--- config.mk ---
export PLATFORM = sky130hd
export DESIGN_NAME = umar_top
export DESIGN_NICKNAME = d
export VERILOG_FILES = /design/src/umar_fifo.v /design/src/umar_top.v
export VERILOG_INCLUDE_DIRS = /design/src
export SDC_FILE = /design/constraint.sdc
export NUM_CORES = 1
export LEC_CHECK = 0
export ABC_AREA = 1
export BUFFER_PORTS_ARGS = -buffer_cell sky130_fd_sc_hd__buf_2
export CELL_PAD_IN_SITES_DETAIL_PLACEMENT = 1
export CELL_PAD_IN_SITES_GLOBAL_PLACEMENT = 2
export CORE_MARGIN = 2
export CORE_UTILIZATION = 30
export DETAILED_ROUTE_END_ITERATION = 8
export HOLD_SLACK_MARGIN = 0.08
export PLACE_DENSITY_LB_ADDON = 0.1
export RECOVER_POWER = 25
export SLEW_MARGIN = 20
export SYNTH_ARGS = -nofsm -noshare
export SYNTH_HDL_FRONTEND = slang
export SYNTH_HIERARCHICAL = 1
export SYNTH_SLANG_ARGS = --single-unit
--- constraint.sdc ---
create_clock -name I_CLK_SYS -period 3.38 [get_ports I_CLK_SYS]
set_clock_uncertainty 0.2 [all_clocks]
set_input_delay 0.169 -clock I_CLK_SYS [delete_from_list [all_inputs] [get_ports I_CLK_SYS]]
set_output_delay 0.169 -clock I_CLK_SYS [all_outputs]
set_load 0.02 [all_outputs]
--- src/umar_map.vh ---
// What this block does
// - nine-bit modes capture nine data bits, ninth into received_ninth_bit, then stop
// - modes 2/3 with filter set: no receive_flag when ninth bit is 0
// - mode 1 with filter set: receive_flag only after a valid stop bit
// - filter set, nine-bit modes: ninth bit 1 and address hit raise receive_flag
// - given address compares only bits where the mask is 1
// - broadcast address is value OR mask; its zero bits are don't-care
// - reset clears match value and mask, so every address hits
// - mode bits: 00 shift/16, 01 8-bit variable, 10 9-bit /32, 11 9-bit variable
// - reception only while receive_enable is set
// - modes 2/3 send transmit_ninth_bit live as ninth bit, not buffered
// - received_ninth_bit: ninth bit in modes 2/3, stop bit in mode 1 unfiltered
// - transmit_done_flag set when another byte may be written; only software clears
// - write to data buffer starts transmit; receive start rules per mode
// - nine-bit frame: start 0, eight data lsb first, ninth bit, stop 1
`ifndef UMAR_MAP_VH
`define UMAR_MAP_VH
// ==========================================================
// register offsets (byte addresses)
`define UMAR_OFS_CTRL0    12'h420
`define UMAR_OFS_CTRL1    12'h424
`define UMAR_OFS_DATA     12'h428
`define UMAR_OFS_MVAL     12'h42c
`define UMAR_OFS_MMSK     12'h430
`define UMAR_OFS_STAT     12'h434
// ==========================================================
// control register fields and reset values
`define UMAR_B_MODE_HI    7
`define UMAR_B_MODE_LO    6
`define UMAR_B_FILT       5
`define UMAR_B_RXEN       4
`define UMAR_B_TB8        3
`define UMAR_B_RB8        2
`define UMAR_B_TI         1
`define UMAR_B_RI         0
`define UMAR_CTRL_RST     8'h00
`define UMAR_MATCH_RST    8'h00
// ==========================================================
// modes
`define UMAR_MODE_SHIFT   2'h0
`define UMAR_MODE_8VAR    2'h1
`define UMAR_MODE_9FIX    2'h2
`define UMAR_MODE_9VAR    2'h3
// ==========================================================
// timing: ticks are sixteen per bit
`define UMAR_TICK_LAST    4'hf
`define UMAR_TICK_MID     4'h7
`define UMAR_BITS_SHIFT   4'h8
`define UMAR_BITS_8       4'ha
`define UMAR_BITS_9       4'hb
`define UMAR_IDX_NINTH    4'h9
`define UMAR_FIFO_DEPTH   16
`define UMAR_FIFO_AW      4
`endif

--- src/umar_fifo.v ---
`timescale 1ns/100ps
`default_nettype none
module umar_fifo #(
   parameter WIDTH = 8,
   parameter DEPTH = 16,
   parameter AW    = 4
) (
   // clock and reset
   input  wire             i_clk,
   input  wire             i_rst_b,
   // fill side
   input  wire             i_in_valid,
   output wire             o_in_ready,
   input  wire [WIDTH-1:0] i_in_data,
   // drain side
   output wire             o_out_valid,
   input  wire             i_out_ready,
   output wire [WIDTH-1:0] o_out_data,
   // status
   output wire [AW:0]      o_count
);
   reg [WIDTH-1:0] mem [0:DEPTH-1];
   reg [AW-1:0]    wr_ptr_reg;
   reg [AW-1:0]    rd_ptr_reg;
   reg [AW:0]      count_reg;
   wire            push;
   wire            pop;
   assign o_in_ready  = (count_reg != DEPTH[AW:0]);
   assign o_out_valid = (count_reg != {(AW+1){1'b0}});
   assign push        = i_in_valid & o_in_ready;
   assign pop         = o_out_valid & i_out_ready;
   assign o_out_data  = mem[rd_ptr_reg];
   assign o_count     = count_reg;
   // ==========================================================
   // storage has no reset; only the pointers and the count do
   always @(posedge i_clk) begin
      if (push) begin
         mem[wr_ptr_reg] <= i_in_data;
      end
   end
   always @(posedge i_clk or negedge i_rst_b) begin
      if (!i_rst_b) begin
         wr_ptr_reg <= {AW{1'b0}};
         rd_ptr_reg <= {AW{1'b0}};
         count_reg  <= {(AW+1){1'b0}};
      end else begin
         if (push) begin
            wr_ptr_reg <= wr_ptr_reg + {{(AW-1){1'b0}}, 1'b1};
         end
         if (pop) begin
            rd_ptr_reg <= rd_ptr_reg + {{(AW-1){1'b0}}, 1'b1};
         end
         if (push & ~pop) begin
            count_reg <= count_reg + {{AW{1'b0}}, 1'b1};
         end else if (pop & ~push) begin
            count_reg <= count_reg - {{AW{1'b0}}, 1'b1};
         end
      end
   end
endmodule // umar_fifo
`default_nettype wire

--- src/umar_top.v ---
// Local design decision: the strobed register port.
`timescale 1ns/100ps
`default_nettype none
`include "umar_map.vh"
module umar_top (
   // clock and reset
   input  wire        I_CLK_SYS,
   input  wire        I_RST_B,
   // register port
   input  wire [11:0] I_ADDR,
   input  wire [7:0]  I_WDATA,
   input  wire        I_WR,
   input  wire        I_RD,
   output reg  [7:0]  O_RDATA,
   // baud source for modes 1 and 3, sixteen per bit
   input  wire        I_BAUD_TICK,
   // serial pins
   input  wire        I_RXD,
   output reg         O_RXD_OUT,
   output reg         O_RXD_OE,
   output reg         O_TXD
);
   // ==========================================================
   // states
   localparam RX_IDLE  = 3'h0;
   localparam RX_START = 3'h1;
   localparam RX_DATA  = 3'h2;
   localparam RX_STOP  = 3'h3;
   localparam RX_SHIFT = 3'h4;
   localparam TX_IDLE  = 1'b0;
   localparam TX_RUN   = 1'b1;

   // ==========================================================
   // address decode helpers
   function hit;
      input [7:0] rx_byte;
      input [7:0] ref_byte;
      input [7:0] care;
      begin
         hit = (((rx_byte ^ ref_byte) & care) == 8'h00);
      end
   endfunction

   reg  [7:0]  ctrl_reg;
   reg  [7:0]  ctrl_next;
   reg  [7:0]  mval_reg;
   reg  [7:0]  mmsk_reg;
   reg         div_reg;
   reg  [2:0]  rx_st_reg;
   reg  [2:0]  rx_st_next;
   reg  [3:0]  rx_tick_reg;
   reg  [3:0]  rx_tick_next;
   reg  [3:0]  rx_bit_reg;
   reg  [3:0]  rx_bit_next;
   reg  [8:0]  rx_sh_reg;
   reg  [8:0]  rx_sh_next;
   reg         rx_prev_reg;
   reg         tx_st_reg;
   reg         tx_st_next;
   reg  [3:0]  tx_tick_reg;
   reg  [3:0]  tx_tick_next;
   reg  [3:0]  tx_bit_reg;
   reg  [3:0]  tx_bit_next;
   reg  [7:0]  tx_sh_reg;
   reg  [7:0]  tx_sh_next;
   reg  [7:0]  hold_reg;
   reg         hold_full_reg;
   reg         hold_full_next;
   reg         set_ri;
   reg         set_ti;
   reg         ld_rb8;
   reg         rb8_val;
   reg         push;
   reg  [7:0]  push_data;
   reg         tx_bit;
   reg  [3:0]  tx_len;
   reg  [7:0]  rd_next;
   reg         sclk;

   wire [1:0]  mode;
   wire        nine;
   wire        filt;
   wire        rxen;
   wire        tick;
   wire        wr_ctrl;
   wire        wr_data;
   wire        rd_data;
   wire        fifo_in_ready;
   wire        fifo_out_valid;
   wire [7:0]  fifo_out_data;
   wire [4:0]  fifo_count;
   wire [7:0]  bcast;
   wire        addr_ok;

   assign mode    = {ctrl_reg[`UMAR_B_MODE_HI], ctrl_reg[`UMAR_B_MODE_LO]};
   assign nine    = mode[1];
   assign filt    = ctrl_reg[`UMAR_B_FILT];
   assign rxen    = ctrl_reg[`UMAR_B_RXEN];
   assign wr_ctrl = I_WR & (I_ADDR == `UMAR_OFS_CTRL0);
   assign wr_data = I_WR & (I_ADDR == `UMAR_OFS_DATA);
   assign rd_data = I_RD & (I_ADDR == `UMAR_OFS_DATA);
   // ==========================================================
   // bit rate tick: mode 0 osc/16, mode 2 osc/32, else external
   assign tick = (mode == `UMAR_MODE_SHIFT) ? 1'b1 :
                 (mode == `UMAR_MODE_9FIX)  ? div_reg :
                 I_BAUD_TICK;
   // ==========================================================
   // address recognition
   assign bcast   = mval_reg | mmsk_reg;
   assign addr_ok = hit(rx_sh_reg[7:0], mval_reg, mmsk_reg) |
                    hit(rx_sh_reg[7:0], bcast, bcast);

   // ==========================================================
   // received byte queue; a full queue holds off the next frame
   umar_fifo #(
      .WIDTH (8),
      .DEPTH (`UMAR_FIFO_DEPTH),
      .AW    (`UMAR_FIFO_AW)
   ) u_fifo (
      .i_clk       (I_CLK_SYS),
      .i_rst_b     (I_RST_B),
      .i_in_valid  (push),
      .o_in_ready  (fifo_in_ready),
      .i_in_data   (push_data),
      .o_out_valid (fifo_out_valid),
      .i_out_ready (rd_data),
      .o_out_data  (fifo_out_data),
      .o_count     (fifo_count)
   );

   // ==========================================================
   // receiver
   always @* begin
      rx_st_next   = rx_st_reg;
      rx_tick_next = rx_tick_reg;
      rx_bit_next  = rx_bit_reg;
      rx_sh_next   = rx_sh_reg;
      set_ri       = 1'b0;
      ld_rb8       = 1'b0;
      rb8_val      = 1'b0;
      push         = 1'b0;
      push_data    = rx_sh_reg[7:0];
      case (rx_st_reg)
         RX_IDLE: begin
            rx_tick_next = 4'h0;
            rx_bit_next  = 4'h0;
            if (rxen & fifo_in_ready) begin
               if (mode == `UMAR_MODE_SHIFT) begin
                  // mode 0 starts on flag clear, not on the line
                  if (~ctrl_reg[`UMAR_B_RI] & (tx_st_reg == TX_IDLE)) begin
                     rx_st_next = RX_SHIFT;
                  end
               end else if (rx_prev_reg & ~I_RXD) begin
                  rx_st_next = RX_START;
               end
            end
         end
         RX_START: begin
            if (tick) begin
               rx_tick_next = rx_tick_reg + 4'h1;
               if (rx_tick_reg == `UMAR_TICK_MID) begin
                  // glitch guard: start must still be low mid-bit
                  rx_st_next = I_RXD ? RX_IDLE : RX_START;
               end else if (rx_tick_reg == `UMAR_TICK_LAST) begin
                  rx_st_next = RX_DATA;
               end
            end
         end
         RX_DATA: begin
            if (tick) begin
               rx_tick_next = rx_tick_reg + 4'h1;
               if (rx_tick_reg == `UMAR_TICK_MID) begin
                  rx_sh_next  = {I_RXD, rx_sh_reg[8:1]};
                  rx_bit_next = rx_bit_reg + 4'h1;
               end else if (rx_tick_reg == `UMAR_TICK_LAST) begin
                  if (rx_bit_reg == (nine ? 4'h9 : 4'h8)) begin
                     rx_st_next = RX_STOP;
                  end
               end
            end
         end
         RX_STOP: begin
            if (tick) begin
               rx_tick_next = rx_tick_reg + 4'h1;
               if (rx_tick_reg == `UMAR_TICK_MID) begin
                  rx_st_next = RX_IDLE;
                  if (nine) begin
                     // the ninth bit sits at the top of the shifter
                     if (~filt | (rx_sh_reg[8] & addr_ok)) begin
                        set_ri    = 1'b1;
                        push      = 1'b1;
                        ld_rb8    = 1'b1;
                        rb8_val   = rx_sh_reg[8];
                     end
                  end else begin
                     push_data = rx_sh_reg[8:1];
                     if (~filt | I_RXD) begin
                        set_ri = 1'b1;
                        push   = 1'b1;
                        ld_rb8 = ~filt;
                        rb8_val = I_RXD;
                     end
                  end
               end
            end
         end
         RX_SHIFT: begin
            // filter bit is ignored here on purpose
            rx_tick_next = rx_tick_reg + 4'h1;
            if (rx_tick_reg == `UMAR_TICK_LAST) begin
               rx_sh_next  = {I_RXD, rx_sh_reg[8:1]};
               rx_bit_next = rx_bit_reg + 4'h1;
               if (rx_bit_reg == `UMAR_BITS_SHIFT - 4'h1) begin
                  rx_st_next = RX_IDLE;
                  set_ri     = 1'b1;
                  push       = 1'b1;
                  push_data  = {I_RXD, rx_sh_reg[8:2]};
               end
            end
         end
         default: begin
            rx_st_next = RX_IDLE;
         end
      endcase
      if (~rxen) begin
         rx_st_next = RX_IDLE;
      end
   end

   // ==========================================================
   // transmitter with one holding byte
   always @* begin
      case (mode)
         `UMAR_MODE_SHIFT: tx_len = `UMAR_BITS_SHIFT;
         `UMAR_MODE_8VAR:  tx_len = `UMAR_BITS_8;
         default:          tx_len = `UMAR_BITS_9;
      endcase
      if (mode == `UMAR_MODE_SHIFT) begin
         tx_bit = tx_sh_reg[0];
      end else if (tx_bit_reg == 4'h0) begin
         tx_bit = 1'b0;
      end else if (tx_bit_reg <= 4'h8) begin
         tx_bit = tx_sh_reg[0];
      end else if (nine & (tx_bit_reg == `UMAR_IDX_NINTH)) begin
         // taken live, so it must be right when it goes out
         tx_bit = ctrl_reg[`UMAR_B_TB8];
      end else begin
         tx_bit = 1'b1;
      end
   end

   always @* begin
      tx_st_next     = tx_st_reg;
      tx_tick_next   = tx_tick_reg;
      tx_bit_next    = tx_bit_reg;
      tx_sh_next     = tx_sh_reg;
      hold_full_next = hold_full_reg;
      set_ti         = 1'b0;
      if (wr_data) begin
         hold_full_next = 1'b1;
         // second buffer still free when the line is idle
         set_ti = (tx_st_reg == TX_IDLE);
      end
      case (tx_st_reg)
         TX_IDLE: begin
            if (hold_full_reg & (rx_st_reg != RX_SHIFT)) begin
               tx_st_next     = TX_RUN;
               tx_sh_next     = hold_reg;
               tx_tick_next   = 4'h0;
               tx_bit_next    = 4'h0;
               hold_full_next = wr_data;
            end
         end
         TX_RUN: begin
            if (tick) begin
               tx_tick_next = tx_tick_reg + 4'h1;
               if (tx_tick_reg == `UMAR_TICK_LAST) begin
                  tx_bit_next = tx_bit_reg + 4'h1;
                  if ((mode == `UMAR_MODE_SHIFT) |
                      ((tx_bit_reg != 4'h0) & (tx_bit_reg <= 4'h8))) begin
                     tx_sh_next = {1'b0, tx_sh_reg[7:1]};
                  end
                  if (tx_bit_reg == tx_len - 4'h1) begin
                     tx_st_next = TX_IDLE;
                     set_ti     = 1'b1;
                  end
               end
            end
         end
         default: begin
            tx_st_next = TX_IDLE;
         end
      endcase
   end

   // ==========================================================
   // control register; hardware sets win over software clears
   always @* begin
      ctrl_next = ctrl_reg;
      if (wr_ctrl) begin
         ctrl_next = I_WDATA;
      end
      if (ld_rb8) begin
         ctrl_next[`UMAR_B_RB8] = rb8_val;
      end
      if (set_ri) begin
         ctrl_next[`UMAR_B_RI] = 1'b1;
      end
      if (set_ti) begin
         ctrl_next[`UMAR_B_TI] = 1'b1;
      end
   end

   // ==========================================================
   // read mux; a data read pops the queue
   always @* begin
      case (I_ADDR)
         `UMAR_OFS_CTRL0: rd_next = ctrl_reg;
         `UMAR_OFS_DATA:  rd_next = fifo_out_valid ? fifo_out_data : 8'h00;
         `UMAR_OFS_MVAL:  rd_next = mval_reg;
         `UMAR_OFS_MMSK:  rd_next = mmsk_reg;
         `UMAR_OFS_STAT:  rd_next = {hold_full_reg, tx_st_reg,
                                     (rx_st_reg != RX_IDLE), fifo_count};
         default:         rd_next = 8'h00;
      endcase
   end

   // ==========================================================
   // shift clock for mode 0: low first half, high second half
   always @* begin
      sclk = 1'b1;
      if ((mode == `UMAR_MODE_SHIFT) & (tx_st_reg == TX_RUN)) begin
         sclk = tx_tick_reg[3];
      end else if (rx_st_reg == RX_SHIFT) begin
         sclk = rx_tick_reg[3];
      end
   end

   // ==========================================================
   // flops
   always @(posedge I_CLK_SYS or negedge I_RST_B) begin
      if (!I_RST_B) begin
         ctrl_reg      <= `UMAR_CTRL_RST;
         mval_reg      <= `UMAR_MATCH_RST;
         mmsk_reg      <= `UMAR_MATCH_RST;
         div_reg       <= 1'b0;
         rx_st_reg     <= RX_IDLE;
         rx_tick_reg   <= 4'h0;
         rx_bit_reg    <= 4'h0;
         rx_sh_reg     <= 9'h000;
         rx_prev_reg   <= 1'b1;
         tx_st_reg     <= TX_IDLE;
         tx_tick_reg   <= 4'h0;
         tx_bit_reg    <= 4'h0;
         tx_sh_reg     <= 8'h00;
         hold_reg      <= 8'h00;
         hold_full_reg <= 1'b0;
         O_RDATA       <= 8'h00;
         O_RXD_OUT     <= 1'b1;
         O_RXD_OE      <= 1'b0;
         O_TXD         <= 1'b1;
      end else begin
         ctrl_reg      <= ctrl_next;
         div_reg       <= ~div_reg;
         rx_st_reg     <= rx_st_next;
         rx_tick_reg   <= rx_tick_next;
         rx_bit_reg    <= rx_bit_next;
         rx_sh_reg     <= rx_sh_next;
         rx_prev_reg   <= I_RXD;
         tx_st_reg     <= tx_st_next;
         tx_tick_reg   <= tx_tick_next;
         tx_bit_reg    <= tx_bit_next;
         tx_sh_reg     <= tx_sh_next;
         hold_full_reg <= hold_full_next;
         if (wr_data) begin
            hold_reg <= I_WDATA;
         end
         if (I_WR & (I_ADDR == `UMAR_OFS_MVAL)) begin
            mval_reg <= I_WDATA;
         end
         if (I_WR & (I_ADDR == `UMAR_OFS_MMSK)) begin
            mmsk_reg <= I_WDATA;
         end
         O_RDATA <= I_RD ? rd_next : 8'h00;
         // mode 0 puts data on the receive pin, clock on transmit
         if (mode == `UMAR_MODE_SHIFT) begin
            O_TXD     <= sclk;
            O_RXD_OUT <= tx_bit;
            O_RXD_OE  <= (tx_st_reg == TX_RUN);
         end else begin
            O_TXD     <= (tx_st_reg == TX_RUN) ? tx_bit : 1'b1;
            O_RXD_OUT <= 1'b1;
            O_RXD_OE  <= 1'b0;
         end
      end
   end
endmodule // umar_top
`default_nettype wire

Yosys cells after proc, flatten, opt, wreduce, memory -nomap -nowiden
Memories as Yosys holds them, arrays and structs flattened.
Cells that the tools add are included.
{"block": "op_classes", "mux": 102, "magnitude_cmp": 1, "bitwise_logic": 33, "n_addsub": 9, "n_eq_ne": 41, "reduce_logical": 23}
{"cell": "8-bit two-way mux", "count": 11}
{"cell": "12-bit by 11-bit == test with 1-bit output, second input constant", "count": 5}
{"cell": "3-bit two-way mux", "count": 17}
{"cell": "1-bit two-way mux", "count": 49}
{"cell": "8-bit one-hot mux with 5 select lines", "count": 1}
{"cell": "3-bit inequality test, second input constant", "count": 11}
{"cell": "4-bit two-way mux", "count": 8}
{"cell": "8-bit one-hot mux with 2 select lines", "count": 2}
{"cell": "9-bit two-way mux", "count": 3}
{"cell": "4-bit by 1-bit adder with 4-bit output, second input constant", "count": 6}
{"cell": "4-bit one-hot mux with 3 select lines", "count": 2}
{"cell": "9-bit one-hot mux with 2 select lines", "count": 1}
{"cell": "1-bit AND", "count": 17}
{"cell": "8-bit AND", "count": 2}
{"cell": "8-bit logical NOT", "count": 2}
{"cell": "4-bit one-hot mux with 2 select lines", "count": 2}
{"cell": "8-bit bitwise XOR", "count": 2}
{"cell": "3-bit one-hot mux with 5 select lines", "count": 1}
{"cell": "13-bit AND reduction", "count": 1}
{"cell": "4-bit == test, second input constant", "count": 3}
{"cell": "4-bit inequality test, second input constant", "count": 3}
{"cell": "4-bit AND reduction", "count": 3}
{"cell": "5-bit two-way mux", "count": 2}
{"cell": "2-bit by 1-bit inequality test with 1-bit output, second input constant", "count": 5}
{"cell": "28 further kinds", "count": 50}
{"block": "totals", "inputBits": 26, "out_inout_bits": 11, "ramBits": 128, "wordCells": 235, "reg_bits": 96, "mem_count": 1}
{"memory": "u_fifo.mem", "depth": 16, "width": 8, "read_ports": 1, "rd_ports_with_merged_regs": 0, "write_ports": 1, "line_no": "umar_fifo.v:22", "text": "reg [WIDTH-1:0] mem [0:DEPTH-1];"}

Logic depth before layout (Yosys ltp)
Gate-level depths: netlist (run 1).
{"block": "depth", "word_depth": 17, "depth_mapped": 23, "ltp_nobuf": 23}

By module
The synthesis (run 1) kept the hierarchy.
{"mod": "umar_fifo", "area_each_um2": 6249.7, "seq_area_each_um2": 4169.0, "cells_per_inst": 619, "n_inst": 1}
{"mod": "umar_top", "area_each_um2": 4719.5, "seq_area_each_um2": 2080.7, "cells_per_inst": 602, "n_inst": 1}

Worst setup path after synthesis (run 1)
No wires, ideal clock.
{"block": "synth_timing", "kind": "register to register", "start": "reg rx_bit_reg[0]", "end": "reg u_fifo.count_reg[4] (netlist: u_fifo/o_count[4])", "path_slack_ps": 673, "path_buffers": 1, "period_less_slack_ps": 2707, "stages_incl_launch_ff": 18, "arrival_ps": 2391, "setup_ps": 117, "t_required_ps": 3063, "cell_sequence": "dfrtp_1 > ha_1 > nand3_1 > nor2_1 > nand2_1 > clkbuf_1 > nand2_1 > nand2_1 > inv_2 > ha_1 > inv_1 > ha_1 > nand2_1 > nand3_1 > nand3_1 > nand2_1 > nand2_1 > nand2_1"}
{"block": "synth_between", "elab_chain_cells": 8, "elab_cells_between_ends": 10, "classes_between": "eq/ne: 1; mux: 4; bitwise: 4; reduce/logical: 1"}
{"item": "from (decl)", "line_no": "umar_top.v:53", "text": "reg [3:0] rx_bit_reg;"}
{"item": "from (signal assigned)", "line_no": "umar_top.v:367", "text": "rx_bit_reg <= rx_bit_next;"}
{"item": "4-bit by 3-bit == test with 1-bit output (*)", "line_no": "umar_top.v:213", "text": "if (rx_bit_reg == `UMAR_BITS_SHIFT - 4'h1) begin"}
{"item": "1-bit two-way mux (*)", "line_no": "umar_top.v:213"}
{"item": "1-bit two-way mux (*)", "line_no": "umar_top.v:210", "text": "if (rx_tick_reg == `UMAR_TICK_LAST) begin"}
{"item": "1-bit one-hot mux with 2 select lines (*)", "line_no": "umar_top.v:143", "text": "case (rx_st_reg)"}
{"item": "via push", "line_no": "umar_top.v:73", "text": "reg push;"}
{"item": "1-bit AND (*)", "line_no": "umar_fifo.v:30", "text": "assign push = i_in_valid & o_in_ready;"}
{"item": "via u_fifo.push", "line_no": "umar_fifo.v:26", "text": "wire push;"}
{"item": "1-bit NOT", "line_no": "umar_fifo.v:55", "text": "end else if (pop & ~push) begin"}
{"item": "1-bit AND", "line_no": "umar_fifo.v:55"}
{"item": "2-bit nonzero test (no line)"}
{"item": "to (signal assigned)", "line_no": "umar_fifo.v:45", "text": "count_reg <= {(AW+1){1'b0}};"}
{"item": "to (signal assigned)", "line_no": "umar_fifo.v:54", "text": "count_reg <= count_reg + {{AW{1'b0}}, 1'b1};"}
{"item": "to (signal assigned)", "line_no": "umar_fifo.v:56", "text": "count_reg <= count_reg - {{AW{1'b0}}, 1'b1};"}
{"item": "to (decl)", "line_no": "umar_fifo.v:25", "text": "reg [AW:0] count_reg;"}
The timed path passes the listed nets; every way through them passes the cells marked *.
A chain may end at the register's enable or synchronous reset.

Worst setup path after layout (run 1)
{"block": "layout_timing", "start": "reg rx_sh_reg[4]", "end": "reg u_fifo.count_reg[4] (netlist: u_fifo/o_count[4])"}
{"block": "layout_between", "elab_chain_cells": 15, "elab_cells_between_ends": 20, "classes_between": "mux: 6; bitwise: 11; reduce/logical: 3"}
{"item": "from (decl)", "line_no": "umar_top.v:55", "text": "reg [8:0] rx_sh_reg;"}
{"item": "from (signal assigned)", "line_no": "umar_top.v:368", "text": "rx_sh_reg <= rx_sh_next;"}
{"item": "8-bit bitwise XOR", "line_no": "umar_top.v:40", "text": "hit = (((rx_byte ^ ref_byte) & care) == 8'h00);"}
{"item": "8-bit AND", "line_no": "umar_top.v:40"}
{"item": "8-bit logical NOT", "line_no": "umar_top.v:40"}
{"item": "1-bit bitwise OR (*)", "line_no": "umar_top.v:110", "text": "assign addr_ok = hit(rx_sh_reg[7:0], mval_reg, mmsk_reg) |"}
{"item": "1-bit AND (*)", "line_no": "umar_top.v:189", "text": "if (~filt | (rx_sh_reg[8] & addr_ok)) begin"}
{"item": "1-bit bitwise OR (*)", "line_no": "umar_top.v:189"}
{"item": "1-bit two-way mux (*)", "line_no": "umar_top.v:189"}
{"item": "1-bit two-way mux (*)", "line_no": "umar_top.v:187", "text": "if (nine) begin"}
{"item": "1-bit two-way mux (*)", "line_no": "umar_top.v:185", "text": "if (rx_tick_reg == `UMAR_TICK_MID) begin"}
{"item": "1-bit two-way mux (*)", "line_no": "umar_top.v:183", "text": "if (tick) begin"}
{"item": "1-bit one-hot mux with 2 select lines (*)", "line_no": "umar_top.v:143"}
{"item": "via push", "line_no": "umar_top.v:73"}
{"item": "1-bit AND (*)", "line_no": "umar_fifo.v:30"}
{"item": "via u_fifo.push", "line_no": "umar_fifo.v:26"}
{"item": "1-bit NOT", "line_no": "umar_fifo.v:55"}
{"item": "1-bit AND", "line_no": "umar_fifo.v:55"}
{"item": "2-bit nonzero test (no line)"}
Marks and branches as above.

==> reports/results.md, run 1 <==
| Group | Quantity | This run |
|:---|:---|:---|
| outcome | Status | finished, violations left |
| outcome | Violated checks | capacitance limit, slew limit |
| sta | Final setup violating endpoints | 0 |
| cells and area | Final core utilization | 35.4% |
| critical path | Arrival time of the worst setup path | 3.28 ns |
| pwr | Reported leakage power | 5.61 nW |
| grt | Overall global routing resource usage | 17.8% |
| logic synthesis | Post-synth top area cell | edfxtp_1 |
| grt | Pin count of the biggest net entering global routing | 83 |
| grt | Wire length of the first global-routing pass | 52200 microns |
| sta | Final setup margin | 0.338 ns |
| routing | Via-per-instance ratio | 4.71 |
| clock tree | Clock-pin transition on the worst setup and hold timing paths | 0.06 ns |
| critical path | CP endpoint kind | register |
| logic synthesis | Area share of the largest cell type after synthesis | 35.0% |
| pwr | Maximum resistive drop on vdd | 0.365 mV |
| clock tree | Number of buffers created by CTS | 29 |
| floorplan | IO Pins | 37 |
| sta | Period Utilization, post-route | 90.0% |
| floorplan | Placement row count | 70 |
| sta | Transition at the pin with the smallest max-transition slack | 1.65 ns |
| floorplan | Horizontal die dimension | 195 microns |
| grt | Initial antenna violation count | 0 |
| logic synthesis | Post-synthesis sequential area ratio | 57.0% |
| sta | Highest clock frequency the design can meet | 0.329 GHz |
| clock tree | Hold-fix buffer count after cts | 19 |
| routing | First-iteration detailed-routing DRC count | 432 |
| pwr | Power density cells | 513 nW/um^2 |
| floorplan | Total Die Area | 38100 sq um |
| critical path | Setup CP Type | register to register |
| floorplan | Starting density of the core | 30.2% |
| clock tree | Buffer depth of the longest clock path | 3 |
| flow run | Count of maximum capacitance violations | 1 |
| cells and area | Number of antenna diodes | 0 |
| floorplan | Die height | 195 microns |
| sta | Final Hold Violating Endpoints | 0 |
| place | Port buffer count | 36 |
| logic synthesis | Mean Syn Cell Area | 8.98 sq um |
| sta | Total Neg Setup Slack | 0 ns |
| logic synthesis | Synth async-reset ratio | 42.9% |
| cells and area | Final-stage net count | 1351 |
| logic synthesis | Post-synth design cell area | 11000 sq um |
| logic synthesis | Post-synth net total | 1263 |
| logic synthesis | Leading post-synthesis cells by cell area | edfxtp_1 35%, dfrtp_1 21%, nand2_1 13% |
| grt | Final global-route overflow total | 0 |
| clock tree | H-Tree Level Count | 1 |
| clock tree | CTS root buf | clkbuf_16 |
| routing | DR WL/cell | 18.4 microns |
| routing | Wire length after detailed routing | 33100 microns |
| place | DP HPWL | 23100 microns |
| clock tree | Count of buffers added by post-CTS timing repair for setup | 0 |
| cells and area | Share of post-route cells with drive strength above 1 | 12.2% |
| sta | Final count of pins violating max slew | 30 |
| clock tree | Clock insertion delay at the later pin of the skew report | 0.56 ns |
| routing | Vias post-DR | 8463 |
| place | Post-Place Worst Slack | 0.354 ns |
| cells and area | Most used cells in the layout excluding fill and tap cells | 386 x nand2_1, 128 x edfxtp_1, 124 x inv_1 |
| sta | Slew headroom | -10.1% |
| place | Placed cell areas | 11800 sq um |
| floorplan | Area of the placeable core | 36300 sq um |
| hold path | Class of the worst hold path | register to register |
| clock tree | Post-CTS Resized | 0 |
| critical path | CP max FO | 7 |
| sta | Setup repair after global routing missed its margin | no |
| logic synthesis | Number of cells produced by synthesis | 1221 |
| critical path | Required time at the endpoint of the critical path | 3.62 ns |
| clock tree | Count of clock tree sinks | 224 |
| logic synthesis | Number of enable-type register cells in the synthesized netlist | 128 |
| routing | DRC errors left | 0 |
| cells and area | Final design instance area without fill | 12900 sq um |
| routing | Remaining antenna violation count after routing | 0 |
| logic synthesis | Ys Warns | 6 |
| critical path | CP Launch Type | register |
| cells and area | Area added between synthesis and finish | 17.3% |
| place | Final weighted congestion in routability-driven placement | 0.766 |
| logic synthesis | Total of flip-flops plus latches after synthesis | 224 |
| cells and area | Most common library cell in the layout ignoring fill and taps | nand2_1 |
| logic synthesis | Prevailing post-synth register cell | edfxtp_1 |
| logic synthesis | Number of distinct library cells after synthesis | 47 |
| routing | TritonRoute pass-1 iters | 5 |
| cells and area | Max reg flops | 128 |
| clock tree | CTS tree | built |
| sta | Post-route minimum period | 3.04 ns |
| grt | Via count of the first global-routing pass | 8684 |
-- synth_stat cells (3+ instances only) --
master	count
clkbuf_1	7
o21ai_0	65
o21ai_2	13
nand3_1	109
dfrtp_1	93
buf_4	8
nor3_1	7
o21ai_1	18
o22ai_1	7
buf_6	7
buf_2	14
nor2_4	5
o221ai_1	8
o21a_1	6
or2_2	7
a21oi_1	25
nand2_1	384
nand2_2	8
edfxtp_1	128
nor2_2	4
inv_1	124
nand4_1	6
xnor2_1	5
nand2_4	3
inv_2	8
xor2_1	5
nor2_1	105
dfstp_2	3
o211ai_1	3
ha_1	15
-- through the flow --
stage	cells	hold WS (ns)	total power [mW]
2_1_floorplan	1221	-0.327	3.50
3_3_place_gp	1727	0.0629	3.66
3_5_place_dp	1727	0.0710	3.67
4_1_cts	1797	0.123	6.71
5_1_grt	1797	0.243	6.91
6_report	1797	0.236	6.59
-- final cells by class --
class | count | area (sq um)
sequential | 224 | 6250
clock inverter | 14 | 120
clock buffer | 37 | 796
fill | 4209 | 23500
timing repair buffer | 95 | 659
tap | 468 | 586
multi-input combinational | 824 | 3940
inverter | 135 | 517
-- layer usage --
layer	vias up	track usage, %	routed length (microns)
li1	4173	-	-
met1	4175	26.5	16900
met4	0	3.70	486
met5	-	0	0
met2	81	28.2	14900
met3	34	1.78	818
-- final timing paths --
path / startpoint / to / slack (ns) / cells after the start
setup / recovery: rx_sh_reg[4] / u_fifo/o_count[4] / 0.34 / 22
hold / removal: div_reg / div_reg / 0.24 / 1
setup reg to reg: rx_sh_reg[4] / u_fifo/o_count[4] / 0.34 / 22
hold reg to reg: div_reg / div_reg / 0.24 / 1
max in group asynchronous: I_RST_B / ctrl_reg[1] / 0.73 / 4
min in group asynchronous: I_RST_B / O_RDATA[1] / 1.15 / 4
-- kinds of logic (layout without fill, tap and decap cells) --
family,Yosys count,count (layout),share of synthesized area [%]
buffers and inverters,173,281,7.04
flip-flops,224,224,57.0
XOR/XNOR,10,10,0.798
AND/OR/NAND/NOR,646,646,25.0
AO/OA/AOI/OAI,152,152,8.26
adder cells (fa/ha/maj),16,16,1.89
-- critical path, cell delays in order, from the launching register on --
cell and delay [ns]:
dfrtp_1 0.40, inv_1 0.20, nand2_1 0.08, nand3_1 0.07
nand2_1 0.06, nor2_1 0.10, nand2_1 0.06, nand2_1 0.07
nand2_1 0.05, nand2_1 0.09, nand3_1 0.10, nand2_1 0.07
nand2_1 0.07, inv_2 0.18, ha_1 0.20, inv_1 0.10
fa_1 0.39, nand2_1 0.11, nand3_1 0.09, nand3_1 0.08
nand2_1 0.05, nand2_1 0.05, nand2_1 0.05
-- report_power, final --
group | total (mW) | switching, mW | internal, mW
combinational | 0.550 | 0.331 | 0.218
sequential | 3.07 | 0.0820 | 2.99
clock | 2.98 | 1.18 | 1.79
total | 6.59 | 1.60 | 5.00
Power figures use the tool's default switching activity.
==> inputs of run 2 (changes only) <==
Settings changed: BUFFER_PORTS_ARGS -buffer_cell sky130_fd_sc_hd__buf_2 to -buffer_cell sky130_fd_sc_hd__buf_4, CORE_MARGIN 2 to not set.
==> reports/results.md, run 2 (synthesis results as in run 1) <==
| Group | Quantity | This run | Delta |
|:---|:---|:---|:---|
| outcome | Status | finished, violations left | unchanged |
| outcome | Violated checks | DRC, capacitance limit, slew limit | was capacitance limit, slew limit |
| sta | Final Hold Violating Endpoints | 0 | unchanged |
| cells and area | Final-stage net count | 1348 | was 1351 |
| clock tree | Clock-pin transition on the worst setup and hold timing paths | 0.06 ns | about the same |
| place | Placed cell areas | 11900 sq um | was 11800 sq um |
| routing | DR WL/cell | 18.4 microns | about the same |
| critical path | Required time at the endpoint of the critical path | 3.62 ns | about the same |
| critical path | Worst path top cell family by delay | simple AND/OR/NAND/NOR gates | unchanged |
| pwr | Switching Power | 1.59 mW | was 1.60 mW |
| clock tree | Number of buffers created by CTS | 28 | was 29 |
| routing | Vias post-DR | 8509 | was 8463 |
| sta | Final count of pins violating max slew | 59 | was 30 |
| sta | Post-route minimum period | 3.01 ns | was 3.04 ns |
| cells and area | Sequential cell area in the final layout | 6250 sq um | unchanged |
| grt | Initial antenna violation count | 0 | unchanged |
| sta | Total Neg Setup Slack | 0 ns | unchanged |
| floorplan | IO Pins | 37 | unchanged |
| pwr | Switching portion of total power | 24.0% | was 24.2% |
| floorplan | Horizontal die dimension | 193 microns | was 195 microns |
| cells and area | Area added between synthesis and finish | 17.6% | was 17.3% |
| cells and area | Filler cells | 4151 | was 4209 |
| critical path | Setup CP Type | register to register | unchanged |
| clock tree | Clock insertion delay at the later pin of the skew report | 0.55 ns | was 0.56 ns |
| clock tree | CTS tree | built | unchanged |
| critical path | CP endpoint kind | register | unchanged |
| critical path | Arrival time of the worst setup path | 3.24 ns | was 3.28 ns |
| cells and area | Share of post-route cells with drive strength above 1 | 13.0% | was 12.2% |
| floorplan | Die height | 193 microns | was 195 microns |
| floorplan | Starting density of the core | 30.7% | was 30.2% |
| cells and area | Most common library cell in the layout ignoring fill and taps | nand2_1 | unchanged |
| grt | Wire length of the first global-routing pass | 52000 microns | was 52200 microns |
| hold path | Hold Path End | rx_prev_reg | was div_reg |
| clock tree | Count of clock tree sinks | 224 | unchanged |
| place | Final weighted congestion in routability-driven placement | 0.776 | was 0.766 |
| clock tree | CTS root buf | clkbuf_16 | unchanged |
| grt | Overall global routing resource usage | 17.9% | was 17.8% |
| pwr | Flop pwr share | 46.4% | was 46.5% |
| pwr | Power density cells | 514 nW/um^2 | was 513 nW/um^2 |
| clock tree | H-Tree Level Count | 1 | unchanged |
| pwr | Int Pwr | 5.04 mW | was 5.00 mW |
| cells and area | Most used cells in the layout excluding fill and tap cells | 386 x nand2_1, 128 x edfxtp_1, 118 x inv_1 | was 386 x nand2_1, 128 x edfxtp_1, 124 x inv_1 |
| pwr | Reported leakage power | 5.64 nW | was 5.61 nW |
| grt | Pin count of the biggest net entering global routing | 83 | unchanged |
| critical path | Worst reg2reg startpoint | rx_sh_reg[2] | was rx_sh_reg[4] |
| sta | Slew headroom | -7.26% | was -10.1% |
| routing | Via-per-instance ratio | 4.76 | was 4.71 |
| routing | First-iteration detailed-routing DRC count | 415 | was 432 |
| routing | TritonRoute pass-1 iters | 9 | was 5 |
| grt | Final global-route overflow total | 0 | unchanged |
| cells and area | Area of combinational cells with multiple inputs | 3940 sq um | about the same |
| critical path | CP Launch Type | register | unchanged |
| sta | Final setup violating endpoints | 0 | unchanged |
| pwr | Comb power frac | 8.2% | was 8.3% |
| pwr | Maximum resistive drop on vdd | 0.402 mV | was 0.365 mV |
| sta | Transition at the pin with the smallest max-transition slack | 1.61 ns | was 1.65 ns |
| cells and area | Number of antenna diodes | 0 | unchanged |
| critical path | End of the worst register-to-register path | u_fifo/o_count[4] | unchanged |
| critical path | Worst reg-to-reg setup slack | 0.37 ns | was 0.34 ns |
| critical path | Cell with the biggest individual delay on the critical path | fa_1 | was dfrtp_1 |
| critical path | Crit path buf inv count | 3 | unchanged |
| sta | Period Utilization, post-route | 89.0% | was 90.0% |
| critical path | Cell seen most often among critical-path stages | nand2_1 | unchanged |
| sta | Highest clock frequency the design can meet | 0.333 GHz | was 0.329 GHz |
| flow run | Count of maximum capacitance violations | 1 | unchanged |
| cells and area | Final design instance area without fill | 12900 sq um | about the same |
| floorplan | Total Die Area | 37300 sq um | was 38100 sq um |
| routing | Wire length after detailed routing | 32800 microns | was 33100 microns |
| routing | DRC errors left | 1 | was 0 |
| critical path | Reg2reg path depth | 22 | unchanged |
| hold path | Hold Crit Depth | 2 | was 1 |
| floorplan | Placement row count | 69 | was 70 |
| critical path | CP max FO | 7 | unchanged |
| pwr | Clk network pwr share | 45.4% | was 45.2% |
| critical path | Crit-path max cell delay | 0.41 ns | was 0.40 ns |
| hold path | Startpoint of the most critical hold path | I_RXD | was div_reg |
| routing | Remaining antenna violation count after routing | 0 | unchanged |
| hold path | Class of the worst hold path | primary input to register | was register to register |
| place | DP HPWL | 22700 microns | was 23100 microns |
| floorplan | Area of the placeable core | 35700 sq um | was 36300 sq um |
| critical path | Worst-path cell chain | inv_1 > nand2_1 > nand3_1 > nand2_1 > nor2_1 > nand2_1 > nand2_1 > nand2_1 > nand2_1 > nand3_1 > nand2_1 > nand2_1 > inv_4 > ha_1 > inv_1 > fa_1 > nand2_1 > nand3_1 > nand3_1 > nand2_1 > nand2_1 > nand2_1 | was inv_1 > nand2_1 > nand3_1 > nand2_1 > nor2_1 > nand2_1 > nand2_1 > nand2_1 > nand2_1 > nand3_1 > nand2_1 > nand2_1 > inv_2 > ha_1 > inv_1 > fa_1 > nand2_1 > nand3_1 > nand3_1 > nand2_1 > nand2_1 > nand2_1 |
| clock tree | Buffer depth of the longest clock path | 3 | unchanged |
| cells and area | Max reg flops | 128 | unchanged |
| place | Port buffer count | 36 | unchanged |
| grt | Via count of the first global-routing pass | 8837 | was 8684 |
## run 2: stage by stage
stage / power, mW / utilization (%) / std cells / hold WS (ns) / setup slack, ns
3_5_place_dp: 3.68 / 33.2 / 1719 / 0.0967 / 0.294
5_1_grt: 6.92 / 36.1 / 1786 / 0.0894 / -0.00275
2_1_floorplan: 3.50 / - / 1221 / -0.327 / 0.673
3_3_place_gp: 3.67 / 33.2 / 1719 / 0.0947 / 0.363
6_report: 6.63 / 36.1 / 1786 / 0.0852 / 0.373
4_1_cts: 6.75 / 36.3 / 1784 / 0.0849 / 0.273
## run 2: layout make-up
class / instances / share of cell area (%)
clock buffers: 35 / 6.03
clock inverters: 14 / 1.10
inverters: 135 / 4.03
multi-input cells: 824 / 30.5
flip-flops and latches: 224 / 48.5
well taps: 461 / 4.47
repair buffers: 93 / 5.37
## run 2: how the worst max path moves through the flow
| stage | startpoint | endpoint | slack, ns | cells past startpoint |
|---|---|---|---|---|
| CTS | rx_sh_reg[6] | u_fifo/o_count[4] | 0.27 | 22 |
| global placement | rx_sh_reg[7] | u_fifo/o_count[4] | 0.36 | 22 |
| global route | rx_sh_reg[7] | u_fifo/o_count[4] | -0.003 | 22 |
| finish | rx_sh_reg[2] | u_fifo/o_count[4] | 0.37 | 22 |
| detailed placement | rx_sh_reg[6] | u_fifo/o_count[4] | 0.29 | 22 |
| floorplan | rx_bit_reg[0] | u_fifo/o_count[4] | 0.67 | 17 |
## run 2: metal layers
metal	global-route usage, %	up-vias	share of wire [%]	wire length [microns]
met4	3.05	0	1.2	401
met2	29.0	83	46	15100
met5	0	-	0	0
met1	25.9	4220	50	16500
met3	2.02	35	2.6	839
li1	-	4171	-	-
## run 2: power by group through the flow
stage                     combinational, mW  sequential (mW)  clock (mW)
final                                 0.542             3.08        3.01
after CTS                             0.567             3.08        3.10
after floorplan                       0.381             3.12           0
after global placement                0.539             3.13           0
after global routing                  0.616             3.10        3.21
after detailed placement              0.551             3.13           0
## run 2: what timing repair did
| action | 4_1_cts | 5_1_grt |
|---|---|---|
| hold buffers | 16 | 0 |
| resized for setup | 0 | 7 |
| endpoints found under the setup margin | 0 | 3 |
| setup buffers | 0 | 2 |
| hold endpoints to repair | 112 | 0 |
==> inputs of run 3 (changes only) <==
Settings changed: ABC_AREA 1 to not set.
==> reports/results.md, run 3 <==
| Group | Quantity | This run | Delta |
|:---|:---|:---|:---|
| routing | Wire length after detailed routing | 29000 microns | was 32800 microns |
| logic synthesis | Most repeated cell in the gate-level netlist after synthesis | edfxtp_1 | was nand2_1 |
| clock tree | Number of buffers created by CTS | 26 | was 28 |
| grt | Via count of the first global-routing pass | 7493 | was 8837 |
| critical path | CP endpoint kind | register | unchanged |
| floorplan | Total Die Area | 35100 sq um | was 37300 sq um |
| critical path | Reg2reg path depth | 14 | was 22 |
| sta | Period Utilization, post-route | 99.3% | was 89.0% |
| cells and area | Most common library cell in the layout ignoring fill and taps | edfxtp_1 | was nand2_1 |
| critical path | Setup CP Type | register to register | unchanged |
| pwr | Comb power frac | 5.8% | was 8.2% |
| cells and area | Final design instance area without fill | 12800 sq um | was 12900 sq um |
| floorplan | Starting density of the core | 30.6% | was 30.7% |
| critical path | Crit path buf inv count | 1 | was 3 |
| critical path | CP Launch Type | register | unchanged |
| logic synthesis | Ys Warns | 6 | unchanged |
| grt | Wire length of the first global-routing pass | 45000 microns | was 52000 microns |
| sta | Highest clock frequency the design can meet | 0.298 GHz | was 0.333 GHz |
| critical path | Cell with the biggest individual delay on the critical path | dfrtp_1 | was fa_1 |
| cells and area | Area added between synthesis and finish | 24.0% | was 17.6% |
| pwr | Maximum resistive drop on vdd | 0.334 mV | was 0.402 mV |
| routing | Via-per-instance ratio | 5.03 | was 4.76 |
| hold path | Class of the worst hold path | primary input to register | unchanged |
| critical path | Worst-path cell chain | xor2_1 > a22oi_1 > and4_1 > o21ai_1 > a311o_1 > nand2b_1 > a21boi_4 > ha_4 > inv_4 > fa_2 > a21o_1 > a21oi_2 > mux2i_1 > xnor2_1 | was inv_1 > nand2_1 > nand3_1 > nand2_1 > nor2_1 > nand2_1 > nand2_1 > nand2_1 > nand2_1 > nand3_1 > nand2_1 > nand2_1 > inv_4 > ha_1 > inv_1 > fa_1 > nand2_1 > nand3_1 > nand3_1 > nand2_1 > nand2_1 > nand2_1 |
| grt | Pin count of the biggest net entering global routing | 66 | was 83 |
| logic synthesis | Leading post-synthesis cells by cell area | edfxtp_1 37%, dfrtp_1 23%, mux2i_1 4.6% | was edfxtp_1 35%, dfrtp_1 21%, nand2_1 13% |
| critical path | CP max FO | 4 | was 7 |
| floorplan | Die height | 187 microns | was 193 microns |
| cells and area | Filler cells | 3563 | was 4151 |
| pwr | Power density cells | 517 nW/um^2 | was 514 nW/um^2 |
| logic synthesis | Mean Syn Cell Area | 13.6 sq um | was 8.98 sq um |
| routing | Vias post-DR | 6837 | was 8509 |
| cells and area | Max reg flops | 128 | unchanged |
| logic synthesis | Post-synthesis sequential area ratio | 60.6% | was 57.0% |
| routing | DR WL/cell | 21.4 microns | was 18.4 microns |
| clock tree | H-Tree Level Count | 1 | unchanged |
| logic synthesis | Synth async-reset ratio | 42.9% | unchanged |
| floorplan | Area of the placeable core | 33700 sq um | was 35700 sq um |
| critical path | Worst reg-to-reg setup slack | 0.02 ns | was 0.37 ns |
| logic synthesis | Number of distinct library cells after synthesis | 69 | was 47 |
| routing | Remaining antenna violation count after routing | 0 | unchanged |
| place | Final weighted congestion in routability-driven placement | 0.810 | was 0.776 |
| grt | Overall global routing resource usage | 16.8% | was 17.9% |
| sta | Slew headroom | -18.8% | was -7.26% |
| critical path | Worst path top cell family by delay | compound AO/OA/AOI/OAI gates | was simple AND/OR/NAND/NOR gates |
| pwr | Flop pwr share | 46.4% | about the same |
| outcome | Status | finished, violations left | unchanged |
| logic synthesis | List of most frequent post-synthesis cells | 128 x edfxtp_1, 93 x dfrtp_1, 53 x nor2_1, 47 x mux2i_1, 41 x mux2_2 | was 384 x nand2_1, 128 x edfxtp_1, 124 x inv_1, 109 x nand3_1, 105 x nor2_1 |
| critical path | End of the worst register-to-register path | u_fifo/o_count[4] | unchanged |
| outcome | Violated checks | capacitance limit, slew limit | was DRC, capacitance limit, slew limit |
| logic synthesis | Area share of the largest cell type after synthesis | 37.3% | was 35.0% |
| logic synthesis | Total of flip-flops plus latches after synthesis | 224 | unchanged |
| critical path | Crit-path max cell delay | 0.40 ns | was 0.41 ns |
| sta | Final Hold Violating Endpoints | 0 | unchanged |
| flow run | Count of maximum capacitance violations | 1 | unchanged |
| routing | TritonRoute pass-1 iters | 5 | was 9 |
| routing | DRC errors left | 0 | was 1 |
| logic synthesis | Prevailing post-synth register cell | edfxtp_1 | unchanged |
| routing | First-iteration detailed-routing DRC count | 370 | was 415 |
| logic synthesis | Post-synth net total | 798 | was 1263 |
| cells and area | Sequential cell area in the final layout | 6250 sq um | unchanged |
| logic synthesis | Number of cells produced by synthesis | 756 | was 1221 |
| place | Placed cell areas | 11500 sq um | was 11900 sq um |
| cells and area | Final-stage net count | 932 | was 1348 |
| sta | Final count of pins violating max slew | 66 | was 59 |
| clock tree | Count of clock tree sinks | 224 | unchanged |
| cells and area | Most used cells in the layout excluding fill and tap cells | 128 x edfxtp_1, 102 x buf_4, 92 x dfrtp_1 | was 386 x nand2_1, 128 x edfxtp_1, 118 x inv_1 |
| sta | Setup repair after global routing missed its margin | yes |  |
| critical path | Required time at the endpoint of the critical path | 3.64 ns | was 3.62 ns |
| cells and area | Share of post-route cells with drive strength above 1 | 26.2% | was 13.0% |
| sta | Post-route minimum period | 3.36 ns | was 3.01 ns |
| hold path | Startpoint of the most critical hold path | I_ADDR[11] | was I_RXD |
| grt | Initial antenna violation count | 0 | unchanged |
| hold path | Hold Path End | O_RDATA[5] | was rx_prev_reg |
| logic synthesis | Number of enable-type register cells in the synthesized netlist | 128 | unchanged |
| sta | Final setup violating endpoints | 0 | unchanged |
| logic synthesis | Post-synth top area cell | edfxtp_1 | unchanged |
| logic synthesis | Post-synth design cell area | 10300 sq um | was 11000 sq um |
| pwr | Switching portion of total power | 21.8% | was 24.0% |
| clock tree | CTS root buf | clkbuf_16 | unchanged |
| place | DP HPWL | 20800 microns | was 22700 microns |
| clock tree | Buffer depth of the longest clock path | 3 | unchanged |
| floorplan | Horizontal die dimension | 187 microns | was 193 microns |
| floorplan | Placement row count | 67 | was 69 |
| critical path | Worst reg2reg startpoint | rx_sh_reg[1] | was rx_sh_reg[2] |
| pwr | Switching Power | 1.44 mW | was 1.59 mW |
| place | Port buffer count | 36 | unchanged |
| pwr | Reported leakage power | 5.17 nW | was 5.64 nW |
| clock tree | Clock-pin transition on the worst setup and hold timing paths | 0.06 ns | about the same |
| clock tree | CTS tree | built | unchanged |
| floorplan | IO Pins | 37 | unchanged |
| grt | Final global-route overflow total | 0 | unchanged |
| sta | Worst hold slack across all endpoints | 0.117 ns | was 0.0852 ns |
| cells and area | Number of antenna diodes | 0 | unchanged |
| hold path | Hold Crit Depth | 6 | was 2 |
| critical path | Arrival time of the worst setup path | 3.62 ns | was 3.24 ns |
| clock tree | Clock insertion delay at the later pin of the skew report | 0.54 ns | was 0.55 ns |
| pwr | Clk network pwr share | 47.8% | was 45.4% |
| pwr | Int Pwr | 5.17 mW | was 5.04 mW |
| cells and area | Area of combinational cells with multiple inputs | 3810 sq um | was 3940 sq um |
| sta | Transition at the pin with the smallest max-transition slack | 1.78 ns | was 1.61 ns |
[run 3: changes by cell type in the layout (fill, tap and decap cells not counted), sizes merged, moves of 47 or more]
| cell | before | now |
|---|---|---|
| nor2 | 115 | 54 |
| nand2 | 395 | 39 |
| mux2i | 0 | 47 |
| o21ai | 96 | 35 |
| nand3 | 110 | 11 |
| inv | 134 | 15 |
[run 3: layout make-up]
type                            instances  area share (%)
Inverter                               15           0.460
Multi-Input combinational cell        477            29.8
Tap cell                              448            4.39
Timing Repair Buffer                  146            8.88
Sequential cell                       224            48.9
Clock inverter                         19            2.40
Clock buffer                           29            5.18
[run 3: worst max-delay path by stage]
| stage | start | to | slack (ns) | depth (start not counted) |
|---|---|---|---|---|
| after global routing | mval_reg[5] | u_fifo/o_count[4] | -0.13 | 14 |
| final | rx_sh_reg[1] | u_fifo/o_count[4] | 0.02 | 14 |
| after CTS | mval_reg[5] | u_fifo/o_count[4] | 0.01 | 14 |
| after detailed placement | mval_reg[5] | u_fifo/o_count[4] | -0.23 | 14 |
| after global placement | mval_reg[5] | u_fifo/o_count[4] | -0.13 | 14 |
| after floorplan | rx_sh_reg[3] | u_fifo/o_count[4] | 0.03 | 14 |
[run 3: logic make-up after synthesis]
| family | share of synthesized area [%] |
|---|---|
| DFF | 60.6 |
| AOI/OAI and AO/OA | 11.5 |
| and+or+nand+nor | 8.64 |
| muxes | 12.5 |
| buffers and inverters | 2.82 |
| xor gates and xnor gates | 1.87 |
| adders and majority gates | 2.02 |
[run 3: worst min-delay path: cells and delay by family]
family | cells | cell delay, ns
simple gates | 3 | 0.25
buf+inv | 2 | 0.22
compound gates | 1 | 0.18
[run 3: metal layers]
layer / track usage (%) / part of all wire (%) / vias up
li1: - / - / 3158
met1: 22.2 / 45 / 3537
met2: 29.2 / 49 / 103
met3: 1.86 / 3.0 / 39
met4: 4.82 / 2.5 / 0
met5: 0 / 0 / -
[run 3: metrics by stage]
step	power, mW	setup slack, ns	std cells	util [%]	TNS [ns]
2_1_floorplan	3.33	0.0319	756	-	0
3_3_place_gp	3.48	-0.128	1279	34.3	-0.128
3_5_place_dp	3.50	-0.233	1279	34.3	-0.233
4_1_cts	6.72	0.0127	1356	38.0	0
5_1_grt	6.87	-0.131	1358	37.9	-0.206
6_report	6.60	0.0239	1358	37.9	0
[run 3: power by group through the flow]
stage	Combinational [mW]	Sequential (mW)	Clock [mW]
floorplan	0.227	3.10	0
global placement	0.366	3.11	0
detailed placement	0.384	3.12	0
CTS	0.405	3.06	3.25
global route	0.442	3.08	3.35
finish	0.381	3.06	3.16
[run 3: what timing repair did]
action | 4_1_cts | 5_1_grt
gates resized for setup | 6 | 5
endpoints found under the hold margin | 110 | 0
hold buffers | 27 | 0
buffers inserted | 2 | 2
pin swaps | 7 | 5
setup endpoints to repair | 2 | 2
